--- src/pkg/amr_pkg.sv ---
package amr_pkg;
   // ****************************************
   // Instruction word layout
   // ****************************************
   localparam int INSN_W = 12;
   localparam int DATA_W = 8;
   localparam int FADDR_W = 5;
   localparam int PC_W = 9;
   localparam int STACK_DEPTH = 2;
   localparam logic [INSN_W-1:0] OP_NOP = 12'h000;
   localparam logic [INSN_W-1:0] OP_SETUP_LOAD = 12'h002;
   localparam logic [6:0] OP_STORE_TOP = 7'h01;
   localparam int STORE_TOP_LSB = 5;
   localparam logic [3:0] OP_RETURN_TOP = 4'h8;
   localparam int RETURN_TOP_LSB = 8;
   localparam logic [DATA_W-1:0] ACC_RESET = 8'h00;
   localparam logic [DATA_W-1:0] SETUP_RESET = 8'hff;
   localparam logic [PC_W-1:0] PC_RESET = 9'h000;

   typedef enum logic [4:0] {
      AMR_NOP = 5'b00001,
      AMR_STORE = 5'b00010,
      AMR_SETUP = 5'b00100,
      AMR_RETURN = 5'b01000,
      AMR_OTHER = 5'b10000
   } amr_op_type;

   typedef enum logic [1:0] {
      AMR_EXEC = 2'b01,
      AMR_FLUSH = 2'b10
   } amr_state_type;
endpackage : amr_pkg

--- src/verilog/amr_core.sv ---
`timescale 1ns/10ps
module amr_core
   import amr_pkg::*;
(
   input wire logic mclk_i,
   input wire logic rst_i,
   input wire logic [INSN_W-1:0] insn_i,
   input wire logic [DATA_W-1:0] acc_load_i,
   input wire logic acc_load_en_i,
   input wire logic push_i,
   input wire logic [PC_W-1:0] push_addr_i,
   output logic [DATA_W-1:0] acc_o,
   output logic [DATA_W-1:0] setup_o,
   output logic file_we_o,
   output logic [FADDR_W-1:0] file_addr_o,
   output logic [DATA_W-1:0] file_wdata_o,
   output logic [PC_W-1:0] pc_o,
   output logic flush_o,
   output logic flags_we_o,
   output logic [STACK_DEPTH-1:0] stack_level_o
);
   // ****************************************
   // Decode
   // ****************************************
   amr_op_type op;
   amr_state_type state, next_state;
   logic [DATA_W-1:0] next_acc, next_setup, next_file_wdata;
   logic next_file_we;
   logic [FADDR_W-1:0] next_file_addr;
   logic [PC_W-1:0] next_pc;
   logic [PC_W-1:0] stack [STACK_DEPTH];
   logic [PC_W-1:0] next_stack [STACK_DEPTH];
   logic [STACK_DEPTH-1:0] next_level;
   logic exec;
   logic next_flush;

   amr_decode u_dec (
      .insn_i(insn_i),
      .op_o(op)
   );

   // Flush cycle ignores the word fetched before the jump
   assign exec = (state == AMR_EXEC);

   // ****************************************
   // Helpers
   // ****************************************
   // Counter wraps at its width; page bits belong to the wider core
   function automatic logic [PC_W-1:0] pc_step(input logic [PC_W-1:0] pc);
      return pc + PC_W'(1);
   endfunction : pc_step

   // ****************************************
   // Next-state
   // ****************************************
   always_comb begin
      next_state = AMR_EXEC;
      next_flush = 1'b0;
      next_acc = acc_o;
      next_setup = setup_o;
      next_file_we = 1'b0;
      next_file_addr = file_addr_o;
      next_file_wdata = file_wdata_o;
      next_pc = pc_step(pc_o);
      next_stack = stack;
      next_level = stack_level_o;
      if (exec) begin
         unique case (op)
            AMR_NOP: begin
            end
            AMR_STORE: begin
               next_file_we = 1'b1;
               next_file_addr = insn_i[FADDR_W-1:0];
               next_file_wdata = acc_o;
            end
            AMR_SETUP: begin
               next_setup = acc_o;
            end
            AMR_RETURN: begin
               // Literal rides in the low byte under the opcode nibble
               next_acc = insn_i[DATA_W-1:0];
               next_pc = stack[0];
               next_stack[0] = stack[1];
               next_level = stack_level_o >> 1;
               next_state = AMR_FLUSH;
               next_flush = 1'b1;
            end
            AMR_OTHER: begin
               if (acc_load_en_i) begin
                  next_acc = acc_load_i;
               end
            end
         endcase
      end
      // Call push from the wider core; depth-two stack drops oldest
      if (push_i && !(exec && op == AMR_RETURN)) begin
         next_stack[1] = stack[0];
         next_stack[0] = push_addr_i;
         next_level = {stack_level_o[0], 1'b1};
      end
   end

   always_ff @(posedge mclk_i or posedge rst_i) begin
      if (rst_i) begin
         state <= AMR_EXEC;
         acc_o <= ACC_RESET;
         setup_o <= SETUP_RESET;
         file_we_o <= 1'b0;
         file_addr_o <= '0;
         file_wdata_o <= '0;
         pc_o <= PC_RESET;
         stack <= '{default: PC_RESET};
         stack_level_o <= '0;
         flush_o <= 1'b0;
      end else begin
         state <= next_state;
         acc_o <= next_acc;
         setup_o <= next_setup;
         file_we_o <= next_file_we;
         file_addr_o <= next_file_addr;
         file_wdata_o <= next_file_wdata;
         pc_o <= next_pc;
         stack <= next_stack;
         stack_level_o <= next_level;
         flush_o <= next_flush;
      end
   end

   // None of these four instructions touches status flags
   always_ff @(posedge mclk_i or posedge rst_i) begin
      if (rst_i) begin
         flags_we_o <= 1'b0;
      end else begin
         flags_we_o <= 1'b0;
      end
   end
endmodule : amr_core

--- src/verilog/amr_decode.sv ---
`timescale 1ns/10ps
module amr_decode
   import amr_pkg::*;
(
   input wire logic [INSN_W-1:0] insn_i,
   output amr_op_type op_o
);
   always_comb begin
      if (insn_i == OP_NOP) begin
         op_o = AMR_NOP;
      end else if (insn_i == OP_SETUP_LOAD) begin
         op_o = AMR_SETUP;
      end else if (insn_i[INSN_W-1:STORE_TOP_LSB] == OP_STORE_TOP) begin
         op_o = AMR_STORE;
      end else if (insn_i[INSN_W-1:RETURN_TOP_LSB] == OP_RETURN_TOP) begin
         op_o = AMR_RETURN;
      end else begin
         op_o = AMR_OTHER;
      end
   end
endmodule : amr_decode
--- config.mk ---
export PLATFORM = sky130hd
export DESIGN_NAME = amr_core
export DESIGN_NICKNAME = d
export VERILOG_FILES = /design/src/pkg/amr_pkg.sv /design/src/verilog/amr_core.sv /design/src/verilog/amr_decode.sv
export SDC_FILE = /design/constraint.sdc
export NUM_CORES = 1
export LEC_CHECK = 0
export BUFFER_PORTS_ARGS = -buffer_cell sky130_fd_sc_hd__buf_2
export CORE_ASPECT_RATIO = 0.5
export CORE_MARGIN = 2
export CORE_UTILIZATION = 47
export DETAILED_ROUTE_END_ITERATION = 8
export PLACE_DENSITY_LB_ADDON = 0.3
export SLEW_MARGIN = 20
export SYNTH_ARGS = -nofsm -noshare
export SYNTH_HDL_FRONTEND = slang
export SYNTH_HIERARCHICAL = 1
export SYNTH_SLANG_ARGS = --single-unit
--- constraint.sdc ---
create_clock -name mclk_i -period 1.8 [get_ports mclk_i]
set_input_delay 0.36 -clock mclk_i [delete_from_list [all_inputs] [get_ports mclk_i]]
set_output_delay 0.36 -clock mclk_i [all_outputs]
set_load 0.005 [all_outputs]
==> results of run 1 <==
==> registers in the layout, indices dropped and copies added, names as in the netlist <==
name           count
setup_o            8
state              1
flush_o            1
file_addr_o        5
stack             18
acc_o              8
stack_level_o      2
file_wdata_o       8
pc_o               9
file_we_o          1
==> final cells by class <==
cell class | count | area [um2]
inverter | 4 | 18.77
timing repair buffer | 96 | 564.3
sequential | 61 | 1538
clock inverter | 1 | 5.005
multi-input combinational | 149 | 1140
fill | 433 | 1884
tap | 73 | 91.34
clock buffer | 14 | 274.0
==> where the power goes <==
part           leakage, nW  switching [mW]  internal (mW)
registers            0.738           0.163           1.55
clock network        0.139           0.548           1.03
logic                0.993           0.246          0.318
==> worst register-to-register path, stage by stage, from the launching register on <==
cell and delay, ns:
dfstp_2 0.52, nor3b_2 0.19, nand4b_1 0.16, and2_4 0.18, buf_12 0.14, mux2_4 0.30
==> cells by family (layout without fill, tap and decap cells) <==
logic type | after synthesis | after routing | synth area share
and+or+nand+nor | 63 | 63 | 0.1146
muxes | 49 | 49 | 0.2079
xor gates and xnor gates | 7 | 7 | 0.02264
DFF | 61 | 61 | 0.5679
adders and majority gates | 1 | 1 | 0.004620
other | 1 | 1 | 0.001385
AOI/OAI and AO/OA | 28 | 28 | 0.05453
buffers and inverters | 14 | 115 | 0.02634
==> cells in the final DEF (no fill, tap or decap), drive strengths merged, types with 2 or more instances in the layout <==
cell / instances
o21ai: 8
nor3: 5
and2: 3
buf: 96
mux2i: 18
nor4: 2
nor2: 28
a21oi: 18
nor3b: 2
dfrtp: 52
nand2: 14
inv: 3
nand4b: 2
dfstp: 9
xor2: 2
nand3: 4
mux2: 31
xnor2: 5
clkbuf: 14
==> final timing paths <==
path / start / endpoint / cells after the start / slack (ns)
min in group mclk_i: acc_load_i[0] / acc_o[0] / 3 / 0.33
worst min register to register: file_wdata_o[4] / file_wdata_o[4] / 1 / 0.50
worst max register to register: state[0] / stack[2] / 5 / 0.21
max in group asynchronous: rst_i / state[0] / 3 / 1.28
worst min-delay path: rst_i / file_wdata_o[0] / 3 / 0.10
worst max-delay path: insn_i[2] / file_addr_o[4] / 8 / 0.07
==> per-layer routing <==
layer  share of wire  vias up  track usage  routed length [um]
met2            0.50       47       0.3232                2838
met5               0        -            0                   0
met1            0.44      979       0.2356                2494
li1                -      971            -                   -
met4          0.0055        0      0.05291                  31
met3           0.053        4      0.08368                 302
==> reports/qor.csv, run 1 <==
stage,metric,value,unit
setup_path,Startpoint Class,input port,
setup_path,Crit path top cell by count,buf_4,
setup_path,slowest stage cell on the critical path,mux2_2,
floorplanning,total I/O pin count,76,
run_status,run status,"complete, no violations",
floorplanning,Die Y,57.67,um
synth,Synth area leader,dfrtp_1,
clocking,total setup buffers inserted after CTS,0,
finish,final instance area,3631,um2
timing,max-slew violations,0,
clocking,Clk Tree Root Cell,clkbuf_16,
placement,Placed Instances,383,
timing,crit path time final,1.734,ns
global_route,first-pass GRT wire length,9.508,mm
timing,Max Fclk,576.6,MHz
routing,Via-to-Cell Ratio,5.028,
power_and_ir_drop,power per cell area,1062,nW/um2
flow_run,# Max-Cap Violations,0,
floorplanning,Initial Util,0.4909,
global_route,GRT overflow,0,
synth,sequential-to-total area share from yosys stat,0.5679,
setup_path,critical path arrival,1.94,ns
timing,clk_skew,0.007815,ns
synth,largest cells by area after synthesis,"dfrtp_1 (48%), mux2_2 (9.1%), dfstp_2 (8.7%)",
synth,synthesized area,2708,um2
routing,DR iter-0 viols,110,
synth,count of yosys warnings during synthesis,6,
setup_path,Crit Path Max Fanout,6,
setup_path,Worst EP required,2.01,ns
synth,number of synthesized flops with an enable pin,0,
timing,RSZ-0062 raised after global routing,true,
timing,Post-Route Setup TNS,0,ns
setup_path,cells along the critical path,"buf_2, nor4_4, a211o_2, nand2_4, buf_4, nor3_4, buf_4, mux2_2",
synth,Post-Syn Instances,224,
finish,fin util,0.6583,
clocking,Clock Pin Slew Worst Setup and Hold Paths,0.05,ns
routing,# DRC,0,
clocking,Post-CTS Hold Fix Bufs,0,
synth,synth cell count leaders,"dfrtp_1 (52), nor2_1 (28), mux2_2 (22)",
floorplanning,num rows,19,
routing,drt pass-1 iters,4,
routing,Routed WL per cell,14.24,um
global_route,Total GRT Usage,0.1932,
synth,net count after synthesis,258,
clocking,clk_lat worst skew,0.33,ns
floorplanning,Die Width,111.3,um
routing,Via Count,2001,
placement,Final GP Congestion,0.7785,
worst_hold_path,Hold Path Class,in2async,
clocking,Clock Path Buffers,2,
synth,Syn Area/Cell,12.09,um2
synth,number of synthesized register bits,61,
synth,number of distinct library cells after synthesis,33,
placement,dpl hpwl,4.114,mm
floorplanning,Core ar.,5515,um2
power_and_ir_drop,Peak VDD IR,0.8771,mV
timing,Setup WS post-layout,0.06583,ns
finish,proportion of layout cells with a drive suffix above 1,0.4985,
global_route,vias in the first global route,1950,
clocking,CTS Buf Count,9,
synth,"FFs w/ async S/R, synth",1.000,
placement,DP Worst Slack,-0.2686,ns
placement,PortBufs,74,
timing,hold_ws,0.1011,ns
timing,fin crit share,0.9634,
clocking,CTS sink cnt,61,
synth,Post-synth top flop,dfrtp_1,
clocking,Post-CTS Resized,0,
placement,DP Area,3327,um2
finish,Area Overhead vs Synth,34.10,%
setup_path,Worst setup EP type,register,
power_and_ir_drop,Pwr Total,3.857,mW
timing,final setup fails,0,
power_and_ir_drop,P_leak,1.870,nW
setup_path,Bufs and invs on worst path,3,
global_route,pin count of the biggest net entering global routing,38,
setup_path,Crit path max-delay family,simple AND/OR/NAND/NOR gates,
routing,Final ANT Viol Nets,0,
finish,nets@finish,355,
setup_path,Setup CP Type,in2reg,
global_route,initial antenna violation count,0,
synth,Yosys top cell area share,0.4806,
timing,Fin. Hold Viols,0,
setup_path,crit-path max cell delay,0.34,ns
floorplanning,Die ar.,6421,um2
clocking,H-tree depth,3,
synth,most common cell in the synthesized netlist,dfrtp_1,
finish,Inserted Diodes,0,
routing,total wire length,5.666,mm
finish,fin cells,398,
clocking,CTS tree,done,
Power figures use the tool's default switching activity.
==> run 2, diff against run 1 <==
- ABC_AREA: default -> 1
- CORE_UTILIZATION: 47 -> 48
==> reports/qor.csv, run 2 <==
stage,metric,value,unit,change
timing,final setup fails,0,,unchanged
routing,drt pass-1 iters,4,,unchanged
setup_path,Worst EP required,2.03,ns,+0.02 ns
setup_path,Setup crit start,insn_i[7],,
worst_hold_path,Hold Path Class,in2async,,
routing,Via Count,2607,,+30%
routing,# DRC,0,,unchanged
synth,Synth area leader,dfrtp_1,,
finish,most frequent cells in the layout,"nand2_1 (119), buf_2 (74), dfrtp_1 (52)",,
timing,crit path time final,1.604,ns,-0.1300 ns
synth,net count after synthesis,396,,+53%
finish,Biggest register,stack,,
clocking,Clock Pin Slew Worst Setup and Hold Paths,0.06,ns,about the same
power_and_ir_drop,P_leak,2.099,nW,+12%
floorplanning,Die Y,59.40,um,+3.0%
synth,Post-synth top flop,dfrtp_1,,
routing,DR iter-0 viols,111,,+0.91%
synth,Yosys top cell area share,0.4416,,-0.03898
power_and_ir_drop,power per cell area,1084,nW/um2,+2.0%
routing,Routed WL per cell,11.99,um,-16%
synth,Syn Area/Cell,8.140,um2,-33%
setup_path,critical path arrival,1.83,ns,-0.11 ns
synth,synthesized area,2947,um2,+8.8%
timing,clk_skew,0.01071,ns,+0.002893 ns
setup_path,RR Endpoint,acc_o[6],,
clocking,Clk Tree Root Cell,clkbuf_16,,
finish,nets@finish,493,,+39%
clocking,CTS tree,done,,
global_route,vias in the first global route,2420,,+24%
floorplanning,total I/O pin count,76,,unchanged
placement,dpl hpwl,4.613,mm,+12%
synth,number of distinct library cells after synthesis,25,,-24%
timing,Fin. Hold Viols,0,,unchanged
global_route,GRT overflow,0,,unchanged
run_status,run status,"complete, no violations",,
clocking,H-tree depth,3,,unchanged
global_route,first-pass GRT wire length,10.73,mm,+13%
floorplanning,Core ar.,6006,um2,+8.9%
finish,fin cells,541,,+36%
global_route,pin count of the biggest net entering global routing,62,,+63%
timing,max-slew violations,0,,unchanged
setup_path,reg2reg start,state[0],,
routing,total wire length,6.485,mm,+14%
timing,Max Fclk,623.4,MHz,+8.1%
routing,Via-to-Cell Ratio,4.819,,-4.2%
synth,"FFs w/ async S/R, synth",1.000,,unchanged
finish,Area Overhead vs Synth,30.74,%,
finish,top flop regs,"stack (18), pc_o (9)",,
setup_path,Setup CP Type,in2reg,,
synth,number of synthesized flops with an enable pin,0,,unchanged
placement,Placed Instances,525,,+37%
clocking,Post-CTS Resized,0,,unchanged
flow_run,# Max-Cap Violations,0,,unchanged
finish,proportion of layout cells with a drive suffix above 1,0.3233,,-0.1752
synth,sequential-to-total area share from yosys stat,0.5219,,-0.04606
floorplanning,Die Width,114.8,um,+3.1%
placement,Final GP Congestion,0.8928,,+15%
setup_path,Worst setup EP type,register,,
routing,Final ANT Viol Nets,0,,unchanged
floorplanning,Initial Util,0.4906,,about the same
synth,synth cell count leaders,"nand2_1 (119), dfrtp_1 (52), nand3_1 (51)",,
clocking,Post-CTS Hold Fix Bufs,0,,unchanged
setup_path,Crit Path Max Fanout,21,,+15
synth,largest cells by area after synthesis,"dfrtp_1 (44%), nand2_1 (15%), nand3_1 (8.7%)",,
finish,Inserted Diodes,0,,unchanged
clocking,CTS Buf Count,9,,unchanged
synth,most common cell in the synthesized netlist,nand2_1,,
clocking,Clock Path Buffers,2,,unchanged
clocking,clk_lat worst skew,0.33,ns,about the same
clocking,CTS sink cnt,61,,unchanged
setup_path,register-to-register setup slack,0.36,ns,+0.15 ns
floorplanning,Die ar.,6819,um2,+6.2%
timing,RSZ-0062 raised after global routing,false,,
finish,number of flip-flops in the largest register,18,,unchanged
synth,Post-Syn Instances,362,,+62%
timing,fin crit share,0.8912,,-0.07221
global_route,initial antenna violation count,0,,unchanged
synth,count of yosys warnings during synthesis,6,,unchanged
power_and_ir_drop,Peak VDD IR,0.5844,mV,-33%
synth,number of synthesized register bits,61,,unchanged
finish,"commonest non-fill, non-tap cell in the layout",nand2_1,,
floorplanning,num rows,20,,+1
global_route,Total GRT Usage,0.2071,,+0.01392
clocking,total setup buffers inserted after CTS,0,,unchanged
setup_path,worst reg-to-reg path cell count,7,,+2
setup_path,Startpoint Class,input port,,
placement,PortBufs,74,,unchanged
timing,Post-Route Setup TNS,0,ns,unchanged
run 2: cell types whose count changed after synthesis, sizes merged, moves of 11 or more:
| cell | change |
|---|---|
| a21oi | -18 |
| nand4 | +11 |
| mux2 | -31 |
| inv | +36 |
| nand2 | +110 |
| mux2i | -18 |
| o21ai | +21 |
| nand3 | +47 |
run 2: through the flow:
stage | cell area [um2] | power (mW) | setup slack, ns | utilization | hold WS [ns]
floorplan | 2950 | 2.165 | 0.06140 | - | 0.4422
global placement | 3546 | 2.451 | -0.09183 | 0.5904 | 0.4536
detailed placement | 3546 | 2.475 | -0.1250 | 0.5904 | 0.4594
CTS | 3850 | 4.211 | 0.1455 | 0.6410 | 0.1224
global route | 3852 | 4.414 | 0.03180 | 0.6415 | 0.1430
finish | 3852 | 4.175 | 0.1958 | 0.6415 | 0.1190
run 2: layout make-up:
class,instances,area (um2)
Clock buffer,12,256.5
Clock inverter,4,47.55
Fill cell,509,2153
Inverter,40,153.9
Multi-Input combinational cell,247,1157
Sequential cell,61,1538
Tap cell,77,96.34
Timing Repair Buffer,100,603.1
run 2: cells by family (layout without fill, tap and decap cells):
group                      after synthesis  in the layout  share of synthesized area
xor gates and xnor gates                 1              1                   0.002973
AOI/OAI and AO/OA                       31             31                    0.05945
other                                    1              1                   0.001273
adders and majority gates                1              1                   0.004246
and+or+nand+nor                        213            213                     0.3240
buffers and inverters                   54            156                    0.08620
DFF                                     61             61                     0.5219
run 2: per-layer routing:
| layer | part of all wire | track usage | up-vias |
|---|---|---|---|
| li1 | - | - | 1348 |
| met1 | 0.46 | 0.2561 | 1189 |
| met2 | 0.48 | 0.3508 | 59 |
| met3 | 0.050 | 0.06237 | 11 |
| met4 | 0.015 | 0.07745 | 0 |
| met5 | 0 | 0 | - |
run 2: how the worst max path moves through the flow:
stage / to / slack [ns] / cells past startpoint
floorplan: file_wdata_o[0] / 0.06 / 12
global placement: file_wdata_o[4] / -0.09 / 13
detailed placement: file_wdata_o[5] / -0.13 / 12
CTS: file_wdata_o[0] / 0.15 / 12
global route: file_wdata_o[5] / 0.03 / 12
finish: file_wdata_o[0] / 0.20 / 12
run 2: report_power, final:
group	total [mW]	internal [mW]	leakage [nW]	switching [mW]
combinational	0.757	0.326	1.21	0.431
clock	1.72	1.14	0.149	0.582
sequential	1.70	1.54	0.744	0.153
run 2: critical path, stage by stage:
cell and delay [ns]:
buf_2 0.11, nor2_2 0.14, nand2_1 0.07, nor2_1 0.15
nor2_2 0.04, nand2_1 0.07, nor2_2 0.05, buf_4 0.15
nor3_1 0.12, nand2_1 0.16, buf_12 0.19, o21ai_0 0.20
==> run 3, diff against run 2 <==
- RECOVER_POWER: default -> 100
==> reports/qor.csv, run 3 (same netlist as run 2, synthesis figures left out) <==
stage,metric,value,unit,change
routing,Via-to-Cell Ratio,4.858,,+0.81%
power_and_ir_drop,Comb power frac,0.175,,-0.006
finish,Area Overhead vs Synth,28.07,%,
routing,Routed WL per cell,11.93,um,-0.45%
finish,fin cells,541,,unchanged
clocking,Clk Tree Root Cell,clkbuf_16,,
finish,final instance area,3774,um2,-2.0%
floorplanning,Die Y,59.40,um,unchanged
setup_path,Worst EP required,2.01,ns,-0.02 ns
clocking,Post-CTS Hold Fix Bufs,0,,unchanged
timing,Worst-Margin Slew,1.463,ns,
placement,dpl hpwl,4.613,mm,unchanged
placement,Placed Instances,525,,unchanged
routing,drt pass-1 iters,4,,unchanged
power_and_ir_drop,switching part of the total,0.2803,,+0.0008293
timing,crit path time final,1.625,ns,+0.02099 ns
setup_path,Worst setup EP type,register,,
finish,most frequent cells in the layout,"nand2_1 (119), buf_2 (58), dfrtp_1 (52)",,
clocking,CTS sink cnt,61,,unchanged
setup_path,slowest stage cell on the critical path,clkbuf_2,,
finish,proportion of layout cells with a drive suffix above 1,0.2716,,-0.05172
clocking,clk_lat worst skew,0.33,ns,about the same
clocking,H-tree depth,3,,unchanged
setup_path,worst reg-to-reg path cell count,6,,-1
power_and_ir_drop,Pwr Total,4.146,mW,-0.69%
placement,Final GP Congestion,0.8928,,unchanged
power_and_ir_drop,Peak VDD IR,0.5795,mV,-0.84%
setup_path,critical path arrival,1.84,ns,about the same
global_route,vias in the first global route,2420,,unchanged
clocking,Clock Pin Slew Worst Setup and Hold Paths,0.05,ns,about the same
worst_hold_path,Hold Path Class,in2reg,,
finish,# fillers,532,,+4.5%
finish,top flop regs,"stack (18), pc_o (9)",,
floorplanning,Core ar.,6006,um2,unchanged
finish,"commonest non-fill, non-tap cell in the layout",nand2_1,,
routing,Via Count,2628,,+0.81%
setup_path,Crit path top cell by count,nand2_1,,
global_route,GRT overflow,0,,unchanged
worst_hold_path,hold path depth,3,,
setup_path,WP depth,13,,+1
power_and_ir_drop,Seq pwr share,0.409,,+0.003
floorplanning,Initial Util,0.4906,,unchanged
clocking,CTS Buf Count,9,,unchanged
setup_path,Crit Path Max Fanout,10,,-52%
run_status,run status,"complete, no violations",,
clocking,CTS tree,done,,
power_and_ir_drop,power per cell area,1099,nW/um2,+1.4%
setup_path,Bufs and invs on worst path,4,,+1
global_route,first-pass GRT wire length,10.73,mm,unchanged
global_route,pin count of the biggest net entering global routing,62,,unchanged
floorplanning,total I/O pin count,76,,unchanged
timing,Max Fclk,615.3,MHz,-1.3%
global_route,initial antenna violation count,0,,unchanged
finish,Biggest register,stack,,
timing,Rel. slew slack,0.02496,,
routing,total wire length,6.456,mm,-0.45%
floorplanning,num rows,20,,unchanged
timing,Fin. Hold Viols,0,,unchanged
finish,nets@finish,493,,unchanged
timing,final setup fails,0,,unchanged
finish,number of flip-flops in the largest register,18,,unchanged
timing,Setup WS post-layout,0.1748,ns,-0.02100 ns
timing,clk_skew,0.01036,ns,-0.0003497 ns
timing,Post-Route Setup TNS,0,ns,unchanged
clocking,total setup buffers inserted after CTS,0,,unchanged
setup_path,crit-path max cell delay,0.28,ns,+0.08 ns
clocking,Clock Path Buffers,2,,unchanged
routing,Final ANT Viol Nets,0,,unchanged
timing,fin crit share,0.9029,,+0.01166
finish,multi-input logic area,1147,um2,-0.86%
floorplanning,Die Width,114.8,um,unchanged
routing,# DRC,0,,unchanged
floorplanning,Die ar.,6819,um2,unchanged
flow_run,# Max-Cap Violations,0,,unchanged
routing,DR iter-0 viols,122,,+9.9%
power_and_ir_drop,clock power share,0.415,,+0.002
setup_path,cells along the critical path,"clkbuf_1, nor2_2, nand2_1, nor2_1, clkbuf_1, inv_2, nand2_1, nor2_1, nand2_2, clkbuf_2, nand2_4, nand2_1, nand2_1",,
timing,RSZ-0062 raised after global routing,false,,
setup_path,Startpoint Class,input port,,
power_and_ir_drop,Psw,1.162,mW,-0.40%
placement,PortBufs,74,,unchanged
placement,DP Area,3546,um2,unchanged
timing,max-slew violations,0,,unchanged
finish,Inserted Diodes,0,,unchanged
setup_path,Crit path max-delay family,simple AND/OR/NAND/NOR gates,,
setup_path,Setup CP Type,in2reg,,
finish,Storage cell area,1538,um2,unchanged
global_route,Total GRT Usage,0.2071,,unchanged
power_and_ir_drop,Pint,2.984,mW,-0.81%
power_and_ir_drop,P_leak,2.019,nW,-3.8%
placement,DP Worst Slack,-0.1250,ns,unchanged
[run 3: final cells by class]
class,count,area share
Clock buffer,12,0.06797
Clock inverter,4,0.01260
Inverter,40,0.04078
Multi-Input combinational cell,247,0.3040
Sequential cell,61,0.4075
Tap cell,77,0.02553
Timing Repair Buffer,100,0.1416
[run 3: metrics by stage]
step                      hold slack (ns)    util
after floorplan                    0.4422       -
after global placement             0.4536  0.5904
after detailed placement           0.4594  0.5904
after CTS                          0.1224  0.6410
after global routing               0.2923  0.6283
final                              0.2744  0.6283
[run 3: worst reg2reg max path, cell delays in order (launching register included)]
cell and delay [ns]:
dfstp_2 0.52, nand2_1 0.08, nor2_1 0.18, nand2_2 0.14, clkbuf_2 0.25, nand3_1 0.13
o21ai_0 0.08
[run 3: final timing paths]
check	slack, ns	to	from
worst max-delay path	0.17	acc_o[6]	insn_i[7]
worst max register to register	0.29	pc_o[5]	state[0]
min in group asynchronous	0.55	stack_level_o[1]	rst_i
max in group asynchronous	0.38	file_wdata_o[7]	rst_i
worst min-delay path	0.27	stack[17]	push_addr_i[8]
worst min register to register	0.47	file_addr_o[3]	file_addr_o[3]
[run 3: power groups by stage]
stage | clock network, mW | logic [mW] | registers (mW)
global placement | 0 | 0.734 | 1.72
finish | 1.72 | 0.727 | 1.70
CTS | 1.74 | 0.768 | 1.70
detailed placement | 0 | 0.759 | 1.72
floorplan | 0 | 0.465 | 1.70
global route | 1.82 | 0.848 | 1.72
[run 3: repair_timing]
item | CTS | global route
hold endpoints to repair | 0 | 0
endpoints found under the setup margin | 0 | 2
resized for setup | 0 | 1
[run 3: routing by layer]
metal | up-vias | track usage | routed length, um
met5 | - | 0 | 0
met4 | 0 | 0.07745 | 111
met3 | 13 | 0.06237 | 298
met2 | 60 | 0.3508 | 3058
met1 | 1206 | 0.2561 | 2987
li1 | 1349 | - | -
